**src/hdl/ops_pkg.sv**
```systemverilog
// Shared constants, types and timing for the one-pin voltage-set receiver
package ops_pkg;

	// Clock and counter widths
	localparam int          CLK_PERIOD_NS = 100;
	localparam int          CNT_W         = 13;
	localparam logic [12:0] CNT_MAX       = 13'h1FFF;

	// Times in their own unit
	localparam int START_TIME_NS  = 2000;
	localparam int EOS_TIME_NS    = 2000;
	localparam int ACK_VALID_NS   = 2000;
	localparam int STARTUP_NS     = 170000;
	localparam int TIMEOUT_NS     = 520000;
	localparam int ACK_PULSE_NS   = 520000;

	// Least times round up, longest times round down
	localparam logic [12:0] START_CYC = CNT_W'((START_TIME_NS + CLK_PERIOD_NS - 1) / CLK_PERIOD_NS);
	localparam logic [12:0] EOS_CYC   = CNT_W'((EOS_TIME_NS + CLK_PERIOD_NS - 1) / CLK_PERIOD_NS);
	localparam logic [12:0] ACK_VALID_CYC = CNT_W'((ACK_VALID_NS + CLK_PERIOD_NS - 1)
		/ CLK_PERIOD_NS);
	localparam logic [12:0] STARTUP_CYC = CNT_W'((STARTUP_NS + CLK_PERIOD_NS - 1)
		/ CLK_PERIOD_NS);
	localparam logic [12:0] TIMEOUT_CYC_DEF   = CNT_W'(TIMEOUT_NS / CLK_PERIOD_NS);
	localparam logic [12:0] ACK_PULSE_CYC_DEF = CNT_W'(ACK_PULSE_NS / CLK_PERIOD_NS);

	// Own address: value is arbitrary
	localparam logic [7:0] DEV_ADDR_DEF = 8'h5A;

	// Frame layout and register select codes
	localparam logic [2:0] BIT_LAST   = 3'h7;
	localparam logic [1:0] SEL_CONV1  = 2'h0;
	localparam logic [1:0] SEL_CONV2  = 2'h2;
	localparam logic [4:0] VOLT_RST   = 5'h00;
	localparam int         FIFO_DEPTH = 16;

	// Data byte, top bit first
	typedef struct packed {
		logic       ack_request_flag;
		logic       reg_select_hi;
		logic       reg_select_lo;
		logic [4:0] value;
	} ops_data_t;

	// Receiver states, one-hot
	typedef enum logic [7:0] {
		ST_OFF   = 8'h01,
		ST_IDLE  = 8'h02,
		ST_START = 8'h04,
		ST_LOW   = 8'h08,
		ST_HIGH  = 8'h10,
		ST_EOS   = 8'h20,
		ST_ACKW  = 8'h40,
		ST_ACK   = 8'h80
	} ops_state_t;

endpackage

```
**src/hdl/ops_fifo.sv**
```systemverilog
// Flip-flop FIFO with valid/ready on both sides
`timescale 1ns/1ps
module ops_fifo #(
	parameter int W     = 8,
	parameter int DEPTH = 16
) (
	input  wire logic         clk,       // System clock
	input  wire logic         rst,       // Async reset, active high
	input  wire logic         in_valid,  // Write request
	output logic              in_ready,  // Not full
	input  wire logic [W-1:0] in_data,   // Write word
	output logic              out_valid, // Not empty
	input  wire logic         out_ready, // Drain accepts
	output logic [W-1:0]      out_data   // Head word
);
	localparam int AW = $clog2(DEPTH);

	logic [W-1:0] mem_ff [DEPTH];
	logic [AW-1:0] wp_ff, nxt_wp, rp_ff, nxt_rp;
	logic [AW:0]   cnt_ff, nxt_cnt;
	logic          push, pop;

	// Handshake terms
	assign in_ready  = (cnt_ff != (AW+1)'(DEPTH));
	assign out_valid = (cnt_ff != '0);
	assign out_data  = mem_ff[rp_ff];
	assign push      = in_valid & in_ready;
	assign pop       = out_valid & out_ready;

	// Pointer and fill level next values
	always_comb begin
		nxt_wp  = push ? AW'(wp_ff + 1'b1) : wp_ff;
		nxt_rp  = pop ? AW'(rp_ff + 1'b1) : rp_ff;
		nxt_cnt = AW'(0) + cnt_ff + (AW+1)'(push) - (AW+1)'(pop);
	end

	always_ff @(posedge clk or posedge rst) begin
		if (rst) begin
			wp_ff  <= '0;
			rp_ff  <= '0;
			cnt_ff <= '0;
		end else begin
			wp_ff  <= nxt_wp;
			rp_ff  <= nxt_rp;
			cnt_ff <= nxt_cnt;
		end
	end

	// Storage, one entry per index
	for (genvar i = 0; i < DEPTH; i++) begin : g_mem
		always_ff @(posedge clk or posedge rst) begin
			if (rst) begin
				mem_ff[i] <= '0;
			end else if (push && wp_ff == AW'(i)) begin
				mem_ff[i] <= in_data;
			end
		end
	end

endmodule // ops_fifo

```
**src/hdl/ops_rx.sv**
```systemverilog
// One-pin voltage-set receiver with mode selection and acknowledge pull-down
//
// Contract
// - address byte then data byte, MSB first
// - data byte: ack flag, select, five-bit value
// - flag set means acknowledge requested
// - rate-free bit detection, 1.7 to 160 kbps
// - bit spans falling edge to falling edge
// - bit value from two-to-one time ratio
// - acknowledge needs flag, address match, 16 bits
// - pull-down after valid delay, at most 520 us
// - mismatch or bad frame leaves pull-down off
// - line high forces PWM at once
// - forced PWM held during reception
// - long low times out into power-save
// - mode change acts on both converters
// - power-save timeout at most 520 us
// - active on either enable, ready after 170 us
// - select 00 converter 1, 10 converter 2
`timescale 1ns/1ps
module ops_rx
	import ops_pkg::*;
#(
	parameter logic [7:0]  DEV_ADDR      = DEV_ADDR_DEF,      // Own address, arbitrary
	parameter logic [12:0] TIMEOUT_CYC   = TIMEOUT_CYC_DEF,   // Power-save timeout
	parameter logic [12:0] ACK_PULSE_CYC = ACK_PULSE_CYC_DEF, // Acknowledge pulse length
	parameter int          FIFO_W        = 8,                 // Queued word width
	parameter int          FIFO_D        = FIFO_DEPTH         // Queued words
) (
	input  wire logic       clk,                   // 10 MHz clock
	input  wire logic       rst,                   // Async reset, active high
	input  wire logic       line_in,               // Mode/data pin level
	output logic            line_out,              // Pin drive level, always low
	output logic            line_oe,               // Acknowledge pull-down on
	input  wire logic       converter1_enable_pin, // Converter 1 enable
	input  wire logic       converter2_enable_pin, // Converter 2 enable
	input  wire logic       apply_ready,           // Voltage update may be taken
	output logic            forced_pwm,            // Both converters forced PWM
	output logic            rx_ready,              // Receiver past start-up
	output logic [4:0]      conv1_voltage_setting, // Converter 1 code
	output logic [4:0]      conv2_voltage_setting  // Converter 2 code
);

	////////////////////////////////////////////////////////////////////////////
	// Declarations

	ops_state_t  state_ff, nxt_state;
	logic [12:0] cnt_ff, nxt_cnt;
	logic [12:0] low_len_ff, nxt_low_len;
	logic [2:0]  bits_ff, nxt_bits;
	logic [7:0]  shift_ff, nxt_shift;
	logic [7:0]  addr_ff, nxt_addr;
	logic        byte1_ff, nxt_byte1;
	logic        line_q_ff;
	logic [12:0] low_run_ff, nxt_low_run;
	logic        psave_ff, nxt_psave;
	logic [4:0]  conv1_ff, nxt_conv1;
	logic [4:0]  conv2_ff, nxt_conv2;
	logic        fall, rise, active, timeout_hit;
	logic        is_one, is_zero, addr_ok, push;
	logic [12:0] cnt_inc;
	ops_data_t   fifo_in, fifo_out;
	logic        fifo_in_ready, fifo_out_valid, pop;

	////////////////////////////////////////////////////////////////////////////
	// Line edges and bit decision

	assign fall = line_q_ff & ~line_in;
	assign rise = ~line_q_ff & line_in;

	assign active = converter1_enable_pin | converter2_enable_pin;

	assign is_one  = ({1'b0, cnt_ff} >= {low_len_ff, 1'b0});
	assign is_zero = ({1'b0, low_len_ff} >= {cnt_ff, 1'b0});

	assign addr_ok = (addr_ff == DEV_ADDR);
	assign cnt_inc = (cnt_ff == CNT_MAX) ? cnt_ff : cnt_ff + 13'h0001;

	assign timeout_hit = ~line_in & ~line_oe & (low_run_ff == TIMEOUT_CYC - 13'h0001);

	////////////////////////////////////////////////////////////////////////////
	// Receiver state machine

	always_comb begin
		nxt_state   = state_ff;
		nxt_cnt     = cnt_inc;
		nxt_low_len = low_len_ff;
		nxt_bits    = bits_ff;
		nxt_shift   = shift_ff;
		nxt_addr    = addr_ff;
		nxt_byte1   = byte1_ff;
		push        = 1'b0;
		case (state_ff)
			ST_OFF: begin
				if (cnt_ff == STARTUP_CYC - 13'h0001) begin
					nxt_state = ST_IDLE;
					nxt_cnt   = '0;
				end
			end
			ST_IDLE: begin
				nxt_bits  = '0;
				nxt_byte1 = 1'b0;
				if (fall) begin
					nxt_state = ST_LOW;
					nxt_cnt   = '0;
				end
			end
			ST_START: begin
				if (fall) begin
					nxt_cnt   = '0;
					nxt_state = (cnt_ff >= START_CYC) ? ST_LOW : ST_IDLE;
				end
			end
			ST_LOW: begin
				if (rise) begin
					nxt_low_len = cnt_ff;
					nxt_state   = ST_HIGH;
					nxt_cnt     = '0;
				end
			end
			ST_HIGH: begin
				if (fall) begin
					nxt_cnt   = '0;
					nxt_shift = {shift_ff[6:0], is_one};
					nxt_bits  = bits_ff + 3'h1;
					if (!is_one && !is_zero) begin
						nxt_state = ST_IDLE;
					end else if (bits_ff != BIT_LAST) begin
						nxt_state = ST_LOW;
					end else if (!byte1_ff) begin
						nxt_state = ST_EOS;
					end else begin
						push      = addr_ok;
						nxt_state = (addr_ok && fifo_in_ready && nxt_shift[7]) ? ST_ACKW
							: ST_EOS;
					end
				end
			end
			ST_EOS: begin
				if (rise) begin
					nxt_cnt   = '0;
					nxt_bits  = '0;
					if (!byte1_ff && cnt_ff >= EOS_CYC) begin
						nxt_addr  = shift_ff;
						nxt_byte1 = 1'b1;
						nxt_state = ST_START;
					end else begin
						nxt_state = ST_IDLE;
					end
				end
			end
			ST_ACKW: begin
				if (cnt_ff == ACK_VALID_CYC - 13'h0001) begin
					nxt_state = ST_ACK;
					nxt_cnt   = '0;
				end
			end
			ST_ACK: begin
				if (cnt_ff == ACK_PULSE_CYC - 13'h0001) begin
					nxt_state = ST_IDLE;
					nxt_cnt   = '0;
				end
			end
			default: begin
				nxt_state = ST_IDLE;
				nxt_cnt   = '0;
			end
		endcase
		if (timeout_hit && state_ff != ST_OFF) begin
			nxt_state = ST_IDLE;
			push      = 1'b0;
		end
		if (!active) begin
			nxt_state = ST_OFF;
			nxt_cnt   = '0;
			push      = 1'b0;
		end
	end

	always_ff @(posedge clk or posedge rst) begin
		if (rst) begin
			state_ff   <= ST_OFF;
			cnt_ff     <= '0;
			low_len_ff <= '0;
			bits_ff    <= '0;
			shift_ff   <= '0;
			addr_ff    <= '0;
			byte1_ff   <= 1'b0;
			line_q_ff  <= 1'b1; // Pulled-up idle level, no false edge
		end else begin
			state_ff   <= nxt_state;
			cnt_ff     <= nxt_cnt;
			low_len_ff <= nxt_low_len;
			bits_ff    <= nxt_bits;
			shift_ff   <= nxt_shift;
			addr_ff    <= nxt_addr;
			byte1_ff   <= nxt_byte1;
			line_q_ff  <= line_in;
		end
	end

	////////////////////////////////////////////////////////////////////////////
	// Mode selection

	always_comb begin
		nxt_low_run = low_run_ff;
		nxt_psave   = psave_ff;
		if (line_in) begin
			nxt_low_run = '0;
			nxt_psave   = 1'b0;
		end else if (timeout_hit) begin
			nxt_psave   = 1'b1;
		end else if (!line_oe && low_run_ff != TIMEOUT_CYC) begin
			nxt_low_run = low_run_ff + 13'h0001;
		end
	end

	always_ff @(posedge clk or posedge rst) begin
		if (rst) begin
			low_run_ff <= '0;
			psave_ff   <= 1'b0;
		end else begin
			low_run_ff <= nxt_low_run;
			psave_ff   <= nxt_psave;
		end
	end

	assign forced_pwm = line_in | ~psave_ff;
	assign rx_ready   = (state_ff != ST_OFF);
	assign line_out   = 1'b0;
	assign line_oe    = (state_ff == ST_ACK);

	////////////////////////////////////////////////////////////////////////////
	// Frame queue and voltage registers

	assign fifo_in = ops_data_t'(nxt_shift);

	ops_fifo #(
		.W     (FIFO_W),
		.DEPTH (FIFO_D)
	) u_fifo (
		.clk       (clk),
		.rst       (rst),
		.in_valid  (push),
		.in_ready  (fifo_in_ready),
		.in_data   (fifo_in),
		.out_valid (fifo_out_valid),
		.out_ready (apply_ready),
		.out_data  (fifo_out)
	);

	assign pop = fifo_out_valid & apply_ready;

	always_comb begin
		nxt_conv1 = conv1_ff;
		nxt_conv2 = conv2_ff;
		if (pop && {fifo_out.reg_select_hi, fifo_out.reg_select_lo} == SEL_CONV1) begin
			nxt_conv1 = fifo_out.value;
		end
		if (pop && {fifo_out.reg_select_hi, fifo_out.reg_select_lo} == SEL_CONV2) begin
			nxt_conv2 = fifo_out.value;
		end
	end

	always_ff @(posedge clk or posedge rst) begin
		if (rst) begin
			conv1_ff <= VOLT_RST;
			conv2_ff <= VOLT_RST;
		end else begin
			conv1_ff <= nxt_conv1;
			conv2_ff <= nxt_conv2;
		end
	end

	assign conv1_voltage_setting = conv1_ff;
	assign conv2_voltage_setting = conv2_ff;

	////////////////////////////////////////////////////////////////////////////
	// Assertions

	ack_pulse_len_a: assert property (
		@(posedge clk) disable iff (rst) line_oe |-> (cnt_ff < ACK_PULSE_CYC))
		else $error("acknowledge pulse too long");

	ack_delay_a: assert property (
		@(posedge clk) disable iff (rst)
		$rose(line_oe) |-> $past(state_ff == ST_ACKW) && $past(cnt_ff) == ACK_VALID_CYC - 13'h0001)
		else $error("pull-down not after valid delay");

	ack_cause_a: assert property (
		@(posedge clk) disable iff (rst)
		(state_ff == ST_ACKW && $past(state_ff == ST_HIGH)) |->
			shift_ff[7] && addr_ok && byte1_ff && $past(bits_ff) == BIT_LAST)
		else $error("acknowledge without cause");

	no_ack_miss_a: assert property (
		@(posedge clk) disable iff (rst)
		line_oe |-> addr_ok && byte1_ff)
		else $error("pull-down on mismatch");

	pwm_on_high_a: assert property (
		@(posedge clk) disable iff (rst) line_in |-> forced_pwm ##1 !psave_ff)
		else $error("line high without forced PWM");

	pwm_in_frame_a: assert property (
		@(posedge clk) disable iff (rst)
		(state_ff == ST_HIGH || state_ff == ST_START) |-> forced_pwm)
		else $error("power-save during reception");

	psave_cause_a: assert property (
		@(posedge clk) disable iff (rst)
		$rose(psave_ff) |-> $past(low_run_ff) == TIMEOUT_CYC - 13'h0001 && !$past(line_in))
		else $error("power-save without timeout");

	bit_decode_a: assert property (
		@(posedge clk) disable iff (rst)
		($past(state_ff == ST_HIGH) && $past(fall) && state_ff != ST_IDLE && active) |->
			shift_ff[0] == $past(is_one))
		else $error("bit value against time ratio");

	conv1_load_a: assert property (
		@(posedge clk) disable iff (rst)
		$changed(conv1_ff) |-> $past(pop) && $past(fifo_out.value) == conv1_ff)
		else $error("converter 1 code changed without frame");

	startup_len_a: assert property (
		@(posedge clk) disable iff (rst)
		(state_ff == ST_IDLE && $past(state_ff == ST_OFF)) |->
			$past(cnt_ff) == STARTUP_CYC - 13'h0001)
		else $error("receiver ready too early");

endmodule // ops_rx

```
**config.mk**
```make
export PLATFORM = sky130hd
export DESIGN_NAME = ops_rx
export DESIGN_NICKNAME = d
export VERILOG_FILES = /design/src/hdl/ops_pkg.sv /design/src/hdl/ops_fifo.sv /design/src/hdl/ops_rx.sv
export SDC_FILE = /design/constraint.sdc
export NUM_CORES = 1
export LEC_CHECK = 0
export BUFFER_PORTS_ARGS = -buffer_cell sky130_fd_sc_hd__buf_2
export CAP_MARGIN = 20
export CORE_MARGIN = 10
export CORE_UTILIZATION = 63
export CTS_CLUSTER_SIZE = 40
export DETAILED_ROUTE_END_ITERATION = 7
export GPL_TIMING_DRIVEN = 0
export PLACE_DENSITY = 0.92
export SETUP_SLACK_MARGIN = 0.05
export SLEW_MARGIN = 40
export SYNTH_ARGS = -nofsm -noshare
export SYNTH_HDL_FRONTEND = slang
export SYNTH_SLANG_ARGS = --single-unit
```
**constraint.sdc**
```tcl
create_clock -name clk -period 7.6 [get_ports clk]
set_clock_uncertainty 0.1 [all_clocks]
set_input_delay 0.76 -clock clk [delete_from_list [all_inputs] [get_ports clk]]
set_output_delay 0.76 -clock clk [all_outputs]
set_load 0.02 [all_outputs]
```
==> impl_metrics.py, run 1 <==
metrics = {
    "worst_setup_path": {
        "setup.worst_path.start": "cnt_ff[7]$_DFF_PP0_",
        "reg2regPathDepth": 13,
        "path_buf_inv": 1,
        "r2r-end": "u_fifo.cnt_ff[4]$_DFF_PP0_",
        "worstPathCellList": "ha_1, a211oi_1, nand2_1, o31ai_1, nor3b_2, clkbuf_1, a2111oi_0, ha_1, fa_1, a21oi_1, nor2_1, nor2_1, xnor2_1",
        "worst_path_largest_cell_delay_ns": 0.78,
        "depth_of_the_critical_timing_path_with_buffers_and_inverters_included": 13,
        "critical_path.reg2reg.startpoint": "cnt_ff[7]$_DFF_PP0_",
        "worst_ep_arrival_time_ns": 4.94,
        "setup.worst_path.end": "u_fifo.cnt_ff[4]$_DFF_PP0_",
        "critical_path_maximum_fanout": 10,
        "critical_path_top_delay_cell": "nor3b_2",
        "startpoint_type": "flop",
        "cp.required_ns": 7.93,
        "timing.setup.critical_path_class": "flop to flop",
        "worstSetupEndpointType": "flop",
        "ff2ff_setup_slack_ns": 2.99,
        "timing.critical_path.max_delay_family": "compound AO/OA/AOI/OAI gates",
    },
    "synth": {
        "synth.net_count": 894,
        "yosys_warnings": 0,
        "synth_cell_types": 62,
        "share_of_the_synthesized_area_in_the_top_cell_type_pct": 47.5,
        "synth-edff-count": 0,
        "synth_area_um2": 10600,
        "synth.avg_cell_area_um2": 12.6,
        "synth.yosys.seq_area_share_pct": 48.0,
        "netlist_instances": 847,
        "postSynthRegisterBits": 204,
        "post-synth-top-area-cell": "dfrtp_1",
        "netlist_top_cells_area": "dfrtp_1 47%, mux2_2 13%, mux4_2 7.2%",
        "synth_async_sr_flop_share_pct": 100,
        "dominantRegCellSynth": "dfrtp_1",
    },
    "global_routing": {
        "grt_max_degree": 84,
        "grt_overflow": 0,
        "grt_use_total_pct": 22.4,
        "antenna_found_initial": 0,
        "grt_pass1_vias": 7584,
        "grt_first_pass_wirelength_mm": 40.5,
    },
    "route": {
        "drt-wirelength-per-cell_um": 22.0,
        "finalWirelength_mm": 24.8,
        "drtPass1Iterations": 5,
        "routed-via-count": 7333,
        "post_drt_via_cell_ratio": 6.51,
        "wl_met1_mm": 9.75,
        "final_antenna_net_count": 0,
        "met3_wirelength_mm": 1.72,
        "drc_errors": 0,
        "starting_drt_drc_count": 827,
        "met2_wirelength_mm": 12.5,
        "maxUsedRoutingLayer": "met4",
    },
    "layout": {
        "final_layout_size_suffix_gt1_share_pct": 28.7,
        "mostFrequentLayoutCell": "dfrtp_1",
        "layout.cells.most_common_list": "202 x dfrtp_1, 119 x mux2_2, 67 x nand2_1",
        "finished_core_util_pct": 71.3,
        "final_area_um2": 11800,
        "multi_input_comb_area_um2": 5200,
        "layout.filler_cells": 1019,
        "finalNonFillerCells": 1127,
        "nets": 938,
        "antenna_cells_inserted": 0,
        "syn_to_final_growth_pct": 11.0,
        "regArea_um2": 5110,
    },
    "clock_network": {
        "cts_tree": "built",
        "clock_insertion_delay_worst_skew_ns": 0.52,
        "cts_repair_resize_count": 0,
        "cts_hold_buf": 0,
        "cts-buffers-inserted": 22,
        "clk_path_buf_depth": 3,
        "cts.reportedPaths.clkPinSlew_ns": 0.06,
        "clock-root-buffer": "clkbuf_16",
        "htreeDepth": 1,
        "cts_num_sinks": 204,
        "post-cts-setup-buffer-count": 0,
    },
    "placed_design": {
        "placed_cells_incl_taps": 1087,
        "port-buffer-count": 18,
        "placed_cell_area_um2": 11100,
        "finalWeightedCongestion": 0.931,
        "dpl.hpwl_mm": 16.5,
    },
    "timing": {
        "timing.final.setup_violations": 0,
        "report.final.hold_viol_count": 0,
        "crit_share_post_route_pct": 60.6,
        "fmax_mhz": 217,
        "timing.slew.headroom_pct": 41.5,
        "final_max_slew_viol_count": 0,
        "rsz0062_at_grt": "false",
        "slew_at_the_pin_with_the_worst_max_slew_slack_ns": 0.878,
        "period_minus_slack_ns": 4.61,
    },
    "floorplanning": {
        "io-pin-count": 20,
        "die-height_um": 150,
        "core_area_um2": 16600,
        "fp.dieArea_um2": 22500,
        "initial_utilization_pct": 64.2,
        "fp.dieW_um": 150,
        "placementRows": 47,
    },
    "pwr": {
        "power.density_nw_per_um2": 233,
        "vdd_ir_drop_max_uv": 198,
        "p_leak_nw": 5.43,
        "design_power_total_mw": 2.76,
    },
    "status": {
        "status": "completed",
    },
    "job": {
        "maxCapViolCount": 0,
    },
    "worst_hold_path": {
        "worst_hold_path_type": "primary input to async pin",
    },
}
==> through the flow <==
step	setup WS [ns]	hold slack (ns)	TNS, ns
floorplan	1.18	0.341	0
global route	2.78	0.171	0
detailed placement	3.10	0.359	0
CTS	3.06	0.158	0
finish	2.99	0.150	0
global placement	-0.795	0.354	-158.17
==> per-layer routing <==
layer  up-vias  track usage (%)
met4         0             8.50
met3        71             3.47
li1       3166                -
met1      3757             29.1
met2       339             37.3
met5         -                0
==> Yosys cell counts, types with 4 or more instances <==
cell	instances
dfrtp_1	202
mux2_2	119
nand2_1	67
nor2_1	53
ha_1	40
inv_1	39
mux4_2	34
clkbuf_1	29
o21ai_0	23
xor2_1	18
a21oi_1	17
xnor2_1	17
nand3_1	16
and3_1	15
mux2_4	14
nand4_1	14
a211oi_1	10
a2111oi_4	8
a211oi_4	7
buf_1	7
nand2b_1	7
nor4_1	7
nor3_1	6
a21o_1	5
nand4b_1	5
and2_1	4
and4_1	4
nor2b_1	4
o2111ai_1	4
o211ai_1	4
==> registers in the layout, summed over array words and instances (netlist names), 3 cells and up, named ones only <==
name,count
state_ff,8
shift_ff,7
conv2_voltage_setting,5
u_fifo.cnt_ff,5
low_len_ff,13
conv1_voltage_setting,5
cnt_ff,13
u_fifo.mem_ff,112
bits_ff,3
low_run_ff,13
u_fifo.wp_ff,4
addr_ff,8
u_fifo.rp_ff,4
==> cells by family (layout without fill, tap and decap cells) <==
logic type,count (synthesis),count (layout),share of synthesized area [%]
AOI/OAI and AO/OA,99,99,8.62
adders and majority gates,41,41,4.89
and+or+nand+nor,216,216,10.4
xor gates and xnor gates,35,35,2.88
muxes,170,170,22.0
other,1,1,0.0352
buffers and inverters,81,141,3.16
DFF,204,204,48.0
==> power by group <==
group / total [mW] / internal, mW / switching (mW) / leakage, nW
clock network: 1.09 / 0.626 / 0.462 / 0.353
registers: 1.17 / 1.13 / 0.0427 / 2.81
logic: 0.502 / 0.197 / 0.304 / 2.26
total: 2.76 / 1.95 / 0.809 / 5.43
==> worst min-delay path by stage <==
stage / depth (start not counted) / end / slack, ns
after CTS: 2 / u_fifo.mem_ff[43]$_DFFE_PP0P_ / 0.16
final: 2 / u_fifo.mem_ff[53]$_DFFE_PP0P_ / 0.15
after floorplan: 2 / flop / 0.34
after global placement: 2 / flop / 0.35
after global routing: 2 / u_fifo.mem_ff[61]$_DFFE_PP0P_ / 0.17
after detailed placement: 2 / flop / 0.36
==> cell type report <==
class	count	share of cell area, %
multi-input combinational	562	44.0
sequential	204	43.2
clock buffer	24	4.89
tap	220	2.33
buffer	42	1.64
clock inverter	16	1.40
inverter	39	1.30
timing repair buffer	20	1.23
==> worst register-to-register path, delay by kind of cell (launching register included) <==
family	cells	cell delay [ns]
flops	1	0.46
simple gates	4	1.04
compound gates	4	1.23
fa+ha+maj	3	1.04
xor+xnor	1	0.13
buf+inv	1	0.55
Note: power is estimated with default switching activity, not from simulation.
==> inputs of run 2 (changes only) <==
ABC_AREA = 1   (was default)
CORE_UTILIZATION = 64   (was 63)
PLACE_DENSITY = 0.93   (was 0.92)
clock period = 4.4 ns   (was 7.6 ns; I/O delays follow)
==> run 2 against run 1 <==
  * Register-to-register slack worse by 2.1 ns
  * Combinational power grew to 3.4 times the previous value
  * Sequential share of layout area is 4.9 points lower
  * Via count grew 54%
  * Worst hold slack improved by 0.047 ns
  * Synthesized cell count up 91%
  * Die area grew 8.9%
  * Fmax increased by 32%
  * Sequential power grew 76%
  * Synthesized area grew 12%
  * Critical path type unchanged
  * Largest power group unchanged
==> impl_metrics.py, run 2 <==
metrics = {
    "synth": {
        "synth.top_cells.by_count": "406 x nand2_1, 315 x inv_1, 202 x dfrtp_1",
        "netlist_instances": 1616,
        "synth_cell_types": 40,
        "synth.net_count": 1663,
        "synth_fa_ha_area_share_pct": 4.37,
        "synth_area_um2": 11900,
        "post-synth-top-area-cell": "dfrtp_1",
        "synth_top_family_by_area": "simple AND/OR/NAND/NOR gates",
        "synth-edff-count": 0,
        "netlist_top_cells_area": "dfrtp_1 42%, nand2_1 13%, inv_1 9.9%",
        "synthMuxAreaShare_pct": 0.0945,
        "synth_xor_xnor_area_share_pct": 1.69,
        "post-synth-top-count-cell": "nand2_1",
        "synth_async_sr_flop_share_pct": 100,
        "share_of_the_synthesized_area_in_the_top_cell_type_pct": 42.4,
        "area_fraction_in_compound_gates_after_synthesis_pct": 8.19,
        "dominantRegCellSynth": "dfrtp_1",
        "synth.avg_cell_area_um2": 7.38,
        "yosys_warnings": 0,
        "postSynthRegisterBits": 204,
        "yosys.area_share.simple_pct": 29.6,
        "synth.yosys.seq_area_share_pct": 42.8,
    },
    "clock_network": {
        "cts_hold_buf": 2,
        "cts.reportedPaths.clkPinSlew_ns": 0.06,
        "cts_tree": "built",
        "cts-buffers-inserted": 22,
        "htreeDepth": 1,
        "post-cts-setup-buffer-count": 0,
        "cts_repair_resize_count": 0,
        "clock-root-buffer": "clkbuf_16",
        "cts_num_sinks": 204,
        "clock_insertion_delay_worst_skew_ns": 0.51,
        "clk_path_buf_depth": 3,
    },
    "worst_setup_path": {
        "worstPathCellList": "clkbuf_1, inv_1, ha_1, nand2_1, nor2_1, nand2_1, nand3_1, nand2_1, nand2_1, nor2_1, nor3_1, ha_1, fa_1, a21oi_1, nor2_1, nor2_1, xor2_1",
        "worstSetupEndpointType": "flop",
        "worst_ep_arrival_time_ns": 3.83,
        "startpoint_type": "flop",
        "timing.setup.critical_path_class": "flop to flop",
        "reg2regPathDepth": 17,
        "critical_path_maximum_fanout": 7,
        "worst_path_largest_cell_delay_ns": 0.42,
        "cp.required_ns": 4.74,
        "critical_path_top_delay_cell": "fa_1",
    },
    "pwr": {
        "p_leak_nw": 6.76,
        "vdd_ir_drop_max_uv": 254,
        "design_power_total_mw": 5.72,
        "power.density_nw_per_um2": 429,
    },
    "floorplanning": {
        "core_area_um2": 18100,
        "io-pin-count": 20,
        "fp.dieArea_um2": 24500,
        "initial_utilization_pct": 65.7,
        "die-height_um": 156,
        "placementRows": 49,
        "fp.dieW_um": 156,
    },
    "route": {
        "routed-via-count": 11295,
        "starting_drt_drc_count": 1454,
        "final_antenna_net_count": 0,
        "finalWirelength_mm": 33.0,
        "drtPass1Iterations": 6,
        "drt-wirelength-per-cell_um": 17.3,
        "post_drt_via_cell_ratio": 5.91,
        "drc_errors": 0,
    },
    "placed_design": {
        "port-buffer-count": 18,
        "finalWeightedCongestion": 1.04,
        "dpl.hpwl_mm": 23.2,
    },
    "timing": {
        "period_minus_slack_ns": 3.49,
        "fmax_mhz": 287,
        "final_sum_of_negative_setup_slack_ns": 0,
        "rsz0062_at_grt": "false",
        "slew_at_the_pin_with_the_worst_max_slew_slack_ns": 0.791,
        "timing.slew.headroom_pct": 47.3,
        "crit_share_post_route_pct": 79.3,
        "timing.final.setup_violations": 0,
        "report.final.hold_viol_count": 0,
        "final_max_slew_viol_count": 0,
    },
    "worst_hold_path": {
        "hold_path_depth": 3,
        "worst_hold_path_type": "primary input to flop",
    },
    "layout": {
        "antenna_cells_inserted": 0,
        "mostFrequentLayoutCell": "nand2_1",
        "final_layout_size_suffix_gt1_share_pct": 7.25,
        "syn_to_final_growth_pct": 11.8,
        "largest-register": "u_fifo.mem_ff",
        "layout.cells.most_common_list": "406 x nand2_1, 314 x inv_1, 202 x dfrtp_1",
        "multi_input_comb_area_um2": 5240,
        "nets": 1717,
        "layout.filler_cells": 1258,
        "largest_register_ffs": 112,
        "regArea_um2": 5110,
    },
    "global_routing": {
        "antenna_found_initial": 0,
        "grt_pass1_vias": 10710,
        "grt_first_pass_wirelength_mm": 53.2,
        "grt_use_total_pct": 26.6,
        "grt_overflow": 0,
        "grt_max_degree": 27,
    },
    "status": {
        "status": "completed",
    },
    "job": {
        "maxCapViolCount": 0,
    },
}
## run 2: changes by cell type in the layout (fill, tap and decap cells not counted), sizes merged, moves of 18 or more
| cell | delta |
|---|---|
| nand2 | +342 |
| inv | +276 |
| mux2 | -132 |
| nand4 | +101 |
| nand3 | +99 |
| o21ai | +91 |
| a21oi | +46 |
| nor2 | +36 |
| mux4 | -34 |
| buf | +32 |
| clkbuf | +21 |
| a211oi | -18 |
## run 2: worst paths after layout
| check | start | endpoint | slack, ns |
|---|---|---|---|
| min in group asynchronous | rst | u_fifo.mem_ff[53]$_DFFE_PP0P_ | 0.44 |
| max in group asynchronous | rst | state_ff[0]$_DFFE_PP1P_ | 2.48 |
| worst max-delay path | cnt_ff[4]$_DFF_PP0_ | u_fifo.cnt_ff[4]$_DFF_PP0_ | 0.91 |
| worst max register to register | cnt_ff[4]$_DFF_PP0_ | u_fifo.cnt_ff[4]$_DFF_PP0_ | 0.91 |
| worst min register to register | conv1_voltage_setting[2]$_DFFE_PP0P_ | conv1_voltage_setting[2]$_DFFE_PP0P_ | 0.37 |
| worst min-delay path | apply_ready | u_fifo.rp_ff[0]$_DFFE_PP0P_ | 0.20 |
## run 2: where the power goes
group          total, mW  internal (mW)  switching, mW
clock               1.94           1.17          0.764
sequential          2.06           1.99         0.0699
combinational       1.71          0.485           1.23
## run 2: metrics by stage
stage	instances	util, %	instance area, um2	setup WS (ns)	hold WS (ns)
6_report	1912	73.5	13300	0.910	0.197
5_1_grt	1912	73.5	13300	0.640	0.198
4_1_cts	1912	73.5	13300	0.956	0.184
3_5_place_dp	1873	69.3	12600	1.02	0.354
3_3_place_gp	1863	67.8	12300	0.0289	0.350
2_1_floorplan	1616	-	11900	1.22	0.344
## run 2: logic make-up (layout without fill, tap and decap cells)
kind of cell / after synthesis / in the layout
AOI/OAI and AO/OA: 189 / 189
and+or+nand+nor: 757 / 757
adders and majority gates: 41 / 41
muxes: 1 / 1
buffers and inverters: 400 / 467
other: 1 / 1
DFF: 204 / 204
xor gates and xnor gates: 23 / 23
## run 2: area by class of cell
cell class / count / area share [%]
inverters: 319 / 9.01
multi-input cells: 1012 / 39.3
clock inverters: 7 / 0.826
well taps: 229 / 2.15
repair buffers: 30 / 2.83
plain buffers: 81 / 2.85
flip-flops and latches: 204 / 38.3
clock buffers: 30 / 4.74
## run 2: routing by layer
layer  global-route usage, %  wire [um]  up-vias
li1                        -          -     5236
met1                    34.2      12600     5228
met2                    42.0      15100      693
met3                    7.15       4090      138
met4                    10.7       1240        0
met5                       0          0        -
## run 2: worst max-delay path, delay by kind of cell (launching register included)
family,cells,cell delay [ns]
simple gates,10,1.13
fa+ha+maj,3,1.01
buf+inv,2,0.49
flops,1,0.34
compound gates,1,0.17
xor+xnor,1,0.16
